--- config.mk ---
export PLATFORM = sky130hd
export DESIGN_NAME = encoder_addl_data
export DESIGN_NICKNAME = d
export VERILOG_FILES = /design/src/design/enc_addl_pkg.sv /design/src/design/encoder_addl_data.sv /design/src/design/param_memory.sv
export SDC_FILE = /design/constraint.sdc
export NUM_CORES = 2
export LEC_CHECK = 0
export BUFFER_PORTS_ARGS = -buffer_cell sky130_fd_sc_hd__buf_4
export CAP_MARGIN = 10
export CORE_MARGIN = 2
export CORE_UTILIZATION = 55
export DETAILED_ROUTE_END_ITERATION = 10
export PLACE_DENSITY = 0.75
export SLEW_MARGIN = 10
export SYNTH_ARGS = -nofsm -noshare
export SYNTH_HDL_FRONTEND = slang
export SYNTH_SLANG_ARGS = --single-unit
--- constraint.sdc ---
create_clock -name mclk -period 4.2 [get_ports mclk]
set_input_delay 0.84 -clock mclk [delete_from_list [all_inputs] [get_ports mclk]]
set_output_delay 0.84 -clock mclk [all_outputs]
set_load 0.03 [all_outputs]
--- src/design/enc_addl_pkg.sv ---
package enc_addl_pkg;
    // additional data word layout
    localparam int ADDL_WORD_BITS = 30;
    localparam int ADDL_PAYLOAD_BITS = 24;
    localparam int CONTENT_ID_BITS = 5;
    localparam int CRC_BITS = 5;
    localparam logic [4:0] CRC_POLY = 5'h0b;
    // content identifiers sent with each word
    localparam logic [4:0] ID_NONE = 5'h00;
    localparam logic [4:0] ID_POS2 = 5'h01;
    localparam logic [4:0] ID_PARAM = 5'h02;
    localparam logic [4:0] ID_ACK = 5'h03;
    localparam logic [4:0] ID_SENSOR = 5'h04;
    localparam logic [4:0] ID_ERRSRC = 5'h05;
    // memory range select codes
    localparam logic [7:0] SEL_DESELECT = 8'h00;
    localparam logic [7:0] SEL_MANUF = 8'ha1;
    localparam logic [7:0] SEL_OEM = 8'ha3;
    localparam logic [7:0] SEL_OPPARAM = 8'ha5;
    localparam logic [7:0] SEL_OPSTATUS = 8'ha7;
    localparam logic [7:0] SEL_POS2 = 8'h42;
    localparam logic [7:0] SEL_SENSOR = 8'h43;
    localparam logic [7:0] SEL_ACK = 8'h44;
    localparam logic [7:0] SEL_ERRSRC = 8'h59;
    // memory areas
    localparam logic [1:0] AREA_MANUF = 2'h0;
    localparam logic [1:0] AREA_OEM = 2'h1;
    localparam logic [1:0] AREA_OPPARAM = 2'h2;
    localparam logic [1:0] AREA_OPSTATUS = 2'h3;
    // operating status words and the manufacturer area type word
    localparam logic [5:0] WORD_PROTECT = 6'h00;
    localparam logic [5:0] WORD_ERRSRC = 6'h01;
    localparam logic [5:0] WORD_TYPE = 6'h0e;
    localparam int PROT_OEM_BIT = 0;
    localparam int PROT_OPPARAM_BIT = 1;
    localparam int SENSOR_ADDR_BITS = 4;
    // encoder types
    localparam logic [15:0] linear_type = 16'h0000;
    localparam logic [15:0] singleturn_type = 16'h0001;
    localparam logic [15:0] multiturn_type = 16'h0002;
    localparam logic [15:0] incremental_linear_type = 16'h0003;
    localparam logic [15:0] incremental_rotary_type = 16'h0004;
    localparam logic [15:0] touch_probe_type = 16'h0005;
    // access time
    localparam real CLK_MHZ = 125.0;
    localparam real ACCESS_TIME_MS = 12.0;
    localparam int ACCESS_CYCLES = int'(ACCESS_TIME_MS * 1000.0 * CLK_MHZ);
endpackage

--- src/design/encoder_addl_data.sv ---
`timescale 1ns/1ps
`default_nettype none
module encoder_addl_data #(
    parameter int ACCESS_WAIT = enc_addl_pkg::ACCESS_CYCLES,
    parameter bit ABSOLUTE = 1'b0,
    parameter logic [15:0] ENC_TYPE = enc_addl_pkg::incremental_rotary_type
) (
    input wire logic mclk,
    input wire logic resetn,
    input wire logic linkClk,
    input wire logic selValid,
    input wire logic [7:0] memory_range_select_code,
    input wire logic accValid,
    input wire logic accWrite,
    input wire logic [5:0] accAddr,
    input wire logic [15:0] accData,
    input wire logic [23:0] pos2Abs,
    input wire logic [23:0] sensorValue,
    input wire logic [15:0] errorSources,
    input wire logic referenceIn,
    input wire logic initDone,
    output logic busy,
    output logic [15:0] readData,
    output logic readValid,
    output logic [enc_addl_pkg::ADDL_WORD_BITS-1:0] addlWord,
    output logic addlWordValid,
    output logic [3:0] sensorAddr,
    output logic reference_done_bit,
    output logic [1:0] protectStatus,
    output logic initPulse
);
    initial begin
        if (ACCESS_WAIT < 2) $error("ACCESS_WAIT must be at least 2");
    end

    typedef enum logic [1:0] {
        IDLE = 2'b00,
        WAIT = 2'b01,
        DONE = 2'b10
    } acc_state_type;

    typedef struct packed {
        logic [1:0] sync;
        logic prevLink;
        logic [7:0] rangeSel;
        logic [1:0] area;
        acc_state_type accState;
        logic [31:0] cnt;
        logic wr;
        logic [5:0] addr;
        logic [15:0] data;
        logic busy;
        logic [15:0] rdata;
        logic rvalid;
        logic [29:0] word;
        logic wvalid;
        logic [3:0] sens;
        logic [23:0] relPos;
        logic refDone;
        logic [1:0] prot;
        logic init;
    } state_type;

    state_type s, next_s;
    logic [15:0] memRd;
    logic memWe;
    logic [7:0] memAddr;

    param_memory #(.ADDR_BITS(8), .DATA_BITS(16)) u_mem (
        .mclk(mclk),
        .writeEn(memWe),
        .addr(memAddr),
        .writeData(s.data),
        .readData(memRd)
    );

    function automatic logic [4:0] crc5(input logic [28:0] d);
        logic [4:0] c;
        c = 5'h1f;
        for (int i = 28; i >= 0; i--) begin
            c = {c[3:0], 1'b0} ^ ((c[4] ^ d[i]) ? enc_addl_pkg::CRC_POLY : 5'h00);
        end
        return c;
    endfunction

    function automatic logic [1:0] area_of(input logic [7:0] code);
        case (code)
            enc_addl_pkg::SEL_OEM: area_of = enc_addl_pkg::AREA_OEM;
            enc_addl_pkg::SEL_OPPARAM: area_of = enc_addl_pkg::AREA_OPPARAM;
            enc_addl_pkg::SEL_OPSTATUS: area_of = enc_addl_pkg::AREA_OPSTATUS;
            default: area_of = enc_addl_pkg::AREA_MANUF;
        endcase
    endfunction

    logic linkRise;
    logic protHit;
    logic [4:0] cid;
    logic [23:0] payload;
    logic [28:0] body;

    always_comb begin
        // synchroniser holds the inverted link level so reset matches the idle high link
        linkRise = ~s.sync[1] & s.prevLink;
        protHit = (s.area == enc_addl_pkg::AREA_MANUF)
            || (s.area == enc_addl_pkg::AREA_OEM && s.prot[enc_addl_pkg::PROT_OEM_BIT])
            || (s.area == enc_addl_pkg::AREA_OPPARAM
                && s.prot[enc_addl_pkg::PROT_OPPARAM_BIT]);
        memAddr = {s.area, s.addr};
        memWe = (s.accState == DONE) && s.wr && !protHit
            && (s.area != enc_addl_pkg::AREA_OPSTATUS);
        cid = enc_addl_pkg::ID_NONE;
        payload = 24'h000000;
        unique case (s.rangeSel)
            enc_addl_pkg::SEL_POS2: begin
                cid = enc_addl_pkg::ID_POS2;
                payload = ABSOLUTE ? pos2Abs : (s.refDone ? pos2Abs : s.relPos);
            end
            enc_addl_pkg::SEL_SENSOR: begin
                cid = enc_addl_pkg::ID_SENSOR;
                payload = {s.sens, sensorValue[19:0]};
            end
            enc_addl_pkg::SEL_ACK: begin
                cid = enc_addl_pkg::ID_ACK;
                payload = {16'h0000, s.rangeSel};
            end
            enc_addl_pkg::SEL_ERRSRC: begin
                cid = enc_addl_pkg::ID_ERRSRC;
                payload = {8'h00, errorSources};
            end
            enc_addl_pkg::SEL_DESELECT: begin
                cid = enc_addl_pkg::ID_NONE;
            end
            default: begin
                cid = enc_addl_pkg::ID_PARAM;
                payload = {2'b00, s.addr, s.rdata};
            end
        endcase
        body = {cid, payload};
        next_s = s;
        next_s.sync = {s.sync[0], ~linkClk};
        next_s.prevLink = s.sync[1];
        next_s.rvalid = 1'b0;
        next_s.wvalid = 1'b0;
        next_s.init = 1'b0;
        if (referenceIn || ABSOLUTE) begin
            next_s.refDone = 1'b1;
        end
        if (selValid) begin
            next_s.rangeSel = memory_range_select_code;
            if (memory_range_select_code == enc_addl_pkg::SEL_MANUF
                || memory_range_select_code == enc_addl_pkg::SEL_OEM
                || memory_range_select_code == enc_addl_pkg::SEL_OPPARAM
                || memory_range_select_code == enc_addl_pkg::SEL_OPSTATUS) begin
                next_s.area = area_of(memory_range_select_code);
            end
        end
        if (linkRise) begin
            next_s.relPos = s.relPos + 24'h000001;
            if (s.rangeSel != enc_addl_pkg::SEL_DESELECT) begin
                next_s.word = {1'b0, body} ^ {25'h0000000, crc5(body)};
                next_s.wvalid = 1'b1;
                if (s.rangeSel == enc_addl_pkg::SEL_SENSOR) begin
                    next_s.sens = s.sens + 4'h1;
                end
            end
        end
        unique case (s.accState)
            IDLE: begin
                if (accValid) begin
                    next_s.accState = WAIT;
                    next_s.busy = 1'b1;
                    next_s.cnt = 32'h00000000;
                    next_s.wr = accWrite;
                    next_s.addr = accAddr;
                    next_s.data = accData;
                end
            end
            WAIT: begin
                next_s.cnt = s.cnt + 32'h00000001;
                if (s.cnt >= 32'(ACCESS_WAIT - 2)) begin
                    next_s.accState = DONE;
                end
            end
            DONE: begin
                next_s.accState = IDLE;
                next_s.busy = 1'b0;
                next_s.rvalid = !s.wr;
                if (s.area == enc_addl_pkg::AREA_OPSTATUS) begin
                    if (s.wr && s.addr == enc_addl_pkg::WORD_PROTECT) begin
                        next_s.prot = s.prot | s.data[1:0];
                        next_s.init = s.data[2];
                    end
                    next_s.rdata = (s.addr == enc_addl_pkg::WORD_ERRSRC) ? errorSources
                        : {14'h0000, s.prot};
                end else if (s.area == enc_addl_pkg::AREA_MANUF
                    && s.addr == enc_addl_pkg::WORD_TYPE) begin
                    next_s.rdata = ENC_TYPE;
                end else begin
                    next_s.rdata = memRd;
                end
            end
            default: begin
                next_s.accState = IDLE;
                next_s.busy = 1'b0;
            end
        endcase
    end

    always_ff @(posedge mclk or negedge resetn) begin
        if (!resetn) begin
            s <= '0;
        end else begin
            s <= next_s;
        end
    end

    assign busy = s.busy;
    assign readData = s.rdata;
    assign readValid = s.rvalid;
    assign addlWord = s.word;
    assign addlWordValid = s.wvalid;
    assign sensorAddr = s.sens;
    assign reference_done_bit = s.refDone;
    assign protectStatus = s.prot;
    assign initPulse = s.init;

    property p_busy_rise;
        @(posedge mclk) disable iff (!resetn)
        (s.accState == IDLE && accValid) |=> busy;
    endproperty
    a_busy_rise: assert property (p_busy_rise) else $error("busy not raised");

    property p_busy_fall;
        @(posedge mclk) disable iff (!resetn)
        (s.accState == DONE) |=> !busy;
    endproperty
    a_busy_fall: assert property (p_busy_fall) else $error("busy not released");

    property p_prot_sticky;
        @(posedge mclk) disable iff (!resetn)
        $past(protectStatus[0]) |-> protectStatus[0];
    endproperty
    a_prot_sticky: assert property (p_prot_sticky) else $error("protection cleared");

    property p_manuf_wp;
        @(posedge mclk) disable iff (!resetn)
        (s.area == enc_addl_pkg::AREA_MANUF) |-> !memWe;
    endproperty
    a_manuf_wp: assert property (p_manuf_wp) else $error("manufacturer write");

    property p_first_low;
        @(posedge mclk) disable iff (!resetn)
        addlWordValid |-> !addlWord[29];
    endproperty
    a_first_low: assert property (p_first_low) else $error("first bit high");

    property p_sensor_roll;
        @(posedge mclk) disable iff (!resetn)
        (addlWordValid && $past(s.rangeSel) == enc_addl_pkg::SEL_SENSOR)
            |-> sensorAddr == $past(sensorAddr) + 4'h1;
    endproperty
    a_sensor_roll: assert property (p_sensor_roll) else $error("sensor not rolled");

    property p_abs_ref;
        @(posedge mclk) disable iff (!resetn)
        ABSOLUTE |-> ##1 reference_done_bit;
    endproperty
    a_abs_ref: assert property (p_abs_ref) else $error("reference low");

    property p_deselect_silent;
        @(posedge mclk) disable iff (!resetn)
        (s.rangeSel == enc_addl_pkg::SEL_DESELECT) |=> !addlWordValid;
    endproperty
    a_deselect_silent: assert property (p_deselect_silent) else $error("word unselected");
endmodule
`default_nettype wire

--- src/design/param_memory.sv ---
`timescale 1ns/1ps
`default_nettype none
module param_memory #(
    parameter int ADDR_BITS = 8,
    parameter int DATA_BITS = 16
) (
    input wire logic mclk,
    input wire logic writeEn,
    input wire logic [ADDR_BITS-1:0] addr,
    input wire logic [DATA_BITS-1:0] writeData,
    output logic [DATA_BITS-1:0] readData
);
    logic [DATA_BITS-1:0] mem [0:(1<<ADDR_BITS)-1];
    // registered read keeps the read path timing clean
    always_ff @(posedge mclk) begin
        if (writeEn) begin
            mem[addr] <= writeData;
        end
        readData <= mem[addr];
    end
endmodule
`default_nettype wire

; ---- After elaboration in Yosys (flattened, before gate mapping)
; Memory sizes are Yosys's and may differ from the RTL's. A register that Yosys moved wholly into a read port is not among the register bits.
; Cells that the tools add are included.
; W data, S select, Z words.
[word_totals]
n_memories = 1
in_bits = 102
register_bits = 150
out_inout_bits = 57
ramBits = 4096
word_cells = 183
[memory_table]
columns = memory, depth, width, rd, rd_clocked_by_memory_dff, wr, line
row1 = u_mem.mem, 256, 16, 1, 1, 1, param_memory.sv:13  ; logic [DATA_BITS-1:0] mem [0:(1<<ADDR_BITS)-1];
[classes]
muxes = 50
addsub = 3
magnitude_cmp = 1
n_bitwise = 63
n_eq_ne = 18
reduce_logical = 28
[ops]
columns = op, count
row1 = $xor A5 B4 Y5, 28
row2 = $mux W4, 30
row3 = $pmux W24 S5, 1
row4 = $pmux W32 S2, 1
row5 = $mux W58, 1
row6 = $mux W16, 3
row7 = $add A32 B1 Y32 const B, 1
row8 = $eq A8 B7 Y1 const B, 4
row9 = $eq A8 B8 Y1 const B, 4
row10 = $ge A32 B21 Y1 const B, 1
row11 = $mux W29, 1
row12 = $xor A1 B1 Y1, 27
row13 = $xor A27 B5 Y27, 1
row14 = $add A24 B1 Y24 const B, 1
row15 = $mux W24, 1
row16 = $pmux W3 S5, 1
row17 = $reduce_and A2 Y1, 6
row18 = $logic_not A8 Y1, 1
row19 = $reduce_bool A8 Y1, 1
row20 = $logic_and A1 B1 Y1, 7
row21 = $eq A2 B2 Y1 const B, 3
row22 = $eq A6 B1 Y1 const B, 1
row23 = $eq A6 B4 Y1 const B, 1
row24 = $logic_not A6 Y1, 1
row25 = 19 further kinds, 36

; ---- Logic depth before layout (Yosys ltp)
[depth]
ltp_word = 87
mapped_depth = 13

; ---- Modules after synthesis
; From an unflattened synthesis, not the netlist that was laid out.
[unflattened]
cells_unflattened = 7623
area_unflattened_um2 = 163828.4
[modules_own_cells]
columns = module, area_each_um2, n_inst, cells_per_inst, seq_area_each_um2
row1 = param_memory, 155399.0, 1, 6727, 123318.3
row2 = encoder_addl_data, 8429.3, 1, 896, 3703.6

; ---- Least setup slack after synthesis
; Ideal clock, no wire load.
[synth_path]
path_type = register to register
startpoint = register s[81] in the netlist's numbering
endpoint = memory u_mem.mem[0][0] (data pin)
path_slack_ns = 0.196
arrival_time_ns = 3.198
required_time_ns = 3.393
period_less_slack_ns = 4.004
setup_ns = 0.807
stages_incl_launch_ff = 1
cell_sequence = dfrtp_1
[synth_lines]
columns = element, line
row1 = start: declaration, encoder_addl_data.sv:64  ; state_type s, next_s;
row2 = start signal: assignment, encoder_addl_data.sv:213  ; s <= next_s;
row3 = end: declaration, param_memory.sv:13
; Straight into the memory's write port.

==> out/summary.txt <==
Status: finished, final reports clean
Site Rows: 200
Clock power share: 26.9%
H-tree depth: 5
Initial antenna violation count: 20
CTS tree: done
Final std cells w/o fill: 13.9k
Initial core utilization: 55.3%
Worst-margin pin slew: 1.28 ns
Synthesized flop and latch total: 4260
Fin. Hold Viols: 0
Crit path largest cell delay: 0.84 ns
Design area: 194000 sq um
Cts bufs inserted: 415
R2R depth: 8
Most used cell, CP: mux4_2
Leak: 67.7 nW
Total Neg Setup Slack: 0 ns
Top delay family on crit path: multiplexers
Final wirelength: 363000 um
Sequential fraction of design power: 45.5%
Pin count of the biggest net entering global routing: 193
Via-to-Cell Ratio: 5.71
Via count: 79.4k
Post-route antenna net violation count: 0
Die height: 551 um
Gr ovfl total: 0
RSZ-0062 raised after global routing: false
Root buffer cell: clkbuf_16
Cell count after synthesis: 6965
Worst Path Buf+Inv: 2
Critical R2R Capture: u_mem.readData[6]
Number of fill cells: 18.6k
Sequential element share of the synthesized area: 77.3%
VDD IR max: 691 uV
Number of enable flip-flop cells after synthesis: 4096
Yosys top cell area share: 74.8%
Die W: 551 um
Final worst path period need: 4.04 ns
Fin util: 65.5%
First-pass GRT wire length: 534000 um
Synth warn: 0
Hold bufs inserted after CTS: 0
DR iter-0 viols: 9971
Final setup viols: 0
Max Cap Viol: 0
WS Path Type: reg2reg
R2R Path Start: memAddr[1]
PD cells: 705 nW/um^2
Startpoint class of the critical path: flop
Setup Buffers After CTS: 0
Dominant synthesized flop cell: edfxtp_1
Cell Chain, Critical Path: buf_12 -> buf_4 -> mux4_2 -> mux4_2 -> a32oi_1 -> nand4_1 -> a21oi_1 -> o21ai_0
Vias in the first global route: 82.4k
Worst skew pair latency: 0.98 ns
DRT Pass-1 Iters: 8
R2R Setup Slk: 0.16 ns
Netlist cell types: 79
Layout cell share with drive strength beyond 1: 26.4%
Final slew viol count: 0
Sw Share: 29.0%
CTS Sinks: 4260
Asr flop ratio synth: 3.47%
Worst Setup End Kind: flop
Commonest cells after routing, fill and taps aside: edfxtp_1 (4096), conb_1 (2051), mux4_2 (1318), buf_4 (508), clkbuf_16 (418)
Port bufs: 150
Required @ worst endpoint: 5.01 ns
Type of the worst min-delay path: in2async
Arrival @ worst endpoint: 4.84 ns
Most common cell after layout, fill and taps aside: edfxtp_1
Area of the core: 297000 sq um
DP Wirelength: 209000 um
Switch Pwr: 0.0398 W
Cell taking the most area after synthesis: edfxtp_1
Post-CTS resize count: 0
Ports: 159
Syn_area_per_cell: 23.6 sq um
Combinational fraction of design power: 27.6%
Fmax: 0.248 GHz
Die area: 303000 sq um
Dpl cell area: 181000 sq um
Worst-path clk slew: 0.06 ns
Slowest-stage cell, CP: dfrtp_4
Worst Clk Skew: 0.0703 ns
Global-route usage over all layers: 24.2%
Residual DRC: 0
Largest cells by area after synthesis: edfxtp_1 (75%), mux4_2 (18%), dfrtp_1 (2.3%)
Mapped Area: 164000 sq um
Cells after DPL: 13.1k
Final worst-path cycle share: 96.1%
Crit path max fanout: 37
Total power: 0.137 W
Nets: 9715
Pint: 0.0973 W
Clock buffer depth: 4
Final GP Congestion: 0.917
Slew HR: 14.9%
Avg WL per Cell: 26.1 um
Area grow syn2layout: 18.3%
[Yosys cell counts (5+ instances only)]
| library cell | n |
|---|---|
| mux2_2 | 38 |
| xnor3_1 | 6 |
| clkbuf_1 | 197 |
| inv_1 | 12 |
| a31oi_1 | 15 |
| a22o_1 | 8 |
| a221o_1 | 6 |
| nor4_1 | 5 |
| mux4_2 | 1318 |
| nand4_1 | 19 |
| xor2_1 | 13 |
| nand2_1 | 180 |
| nor3_1 | 13 |
| dfrtp_1 | 148 |
| o21ai_0 | 67 |
| nand3_1 | 82 |
| a22oi_1 | 29 |
| buf_1 | 91 |
| xnor2_1 | 49 |
| and3_1 | 17 |
| dfxtp_1 | 16 |
| a21oi_1 | 41 |
| nand2b_1 | 11 |
| and2_1 | 5 |
| o211ai_1 | 9 |
| buf_4 | 52 |
| mux2i_1 | 32 |
| o31ai_1 | 5 |
| nand3b_1 | 5 |
| nor2_1 | 198 |
| a221oi_1 | 7 |
| edfxtp_1 | 4096 |
| buf_2 | 76 |
| nor2b_1 | 22 |
| o21ai_1 | 6 |
[stage by stage]
stage          setup WS, ns  hold WS, ns
2_1_floorplan         0.196        0.331
3_3_place_gp          0.314        0.340
3_5_place_dp          0.370        0.354
4_1_cts               0.294       0.0278
5_1_grt               0.147       0.0593
6_report              0.162       0.0255
[registers in the layout (all words and copies together) (netlist names), 4 cells and up]
register,cells
sensorAddr,4
readData,16
u_mem.mem,4096
s,84
u_mem.readData,16
memAddr,8
addlWord,27
[power groups by stage]
stage               registers (W)  clock network, W  logic, W
finish                     0.0624            0.0369    0.0378
global route               0.0629            0.0390    0.0400
CTS                        0.0624            0.0375    0.0381
detailed placement         0.0631                 0    0.0376
global placement           0.0623                 0    0.0369
floorplan                  0.0637                 0    0.0238
[final cells by class]
class / count / area (sq um) / area share (%)
clock buffer: 499 / 10800 / 5.57
clock inverter: 265 / 2710 / 1.40
timing repair buffer: 596 / 5570 / 2.86
antenna: 9 / 22.5 / 0.0116
sequential: 4260 / 127000 / 65.4
multi-input combinational: 4323 / 43200 / 22.2
tap: 3939 / 4930 / 2.54
inverter: 13 / 48.8 / 0.0251
[worst max path at each step]
stage                     cells past startpoint       start  slack (ns)                end
after floorplan                               0       s[81]        0.20    u_mem.mem[0][0]
after global placement                       10      s[144]        0.31        addlWord[2]
after detailed placement                      6  memAddr[0]        0.37  u_mem.readData[9]
after CTS                                     8  memAddr[1]        0.29  u_mem.readData[6]
after global routing                         10  memAddr[1]        0.15  u_mem.readData[6]
final                                         8  memAddr[1]        0.16  u_mem.readData[6]
[cell families (layout without fill, tap and decap cells)]
family / count (synthesis) / after routing / share of synthesized area (%)
buffers and inverters: 432 / 1373 / 1.18
DFF: 4260 / 4260 / 77.3
and+or+nand+nor: 585 / 585 / 1.64
adders and majority gates: 4 / 4 / 0.0305
other: 1 / 2060 / 0.00228
muxes: 1389 / 1389 / 18.5
AOI/OAI and AO/OA: 223 / 223 / 0.891
xor gates and xnor gates: 71 / 71 / 0.447
[layer usage]
| metal | wire [um] | vias up | track usage (%) | part of all wire [%] |
|---|---|---|---|---|
| met5 | 152 | - | 0 | 0.042 |
| met1 | 132000 | 41532 | 31.5 | 36 |
| met4 | 12700 | 20 | 7.98 | 3.5 |
| li1 | - | 32988 | - | - |
| met3 | 35200 | 720 | 5.38 | 9.7 |
| met2 | 183000 | 4109 | 40.7 | 50 |
(Power assumes the default switching activity.)
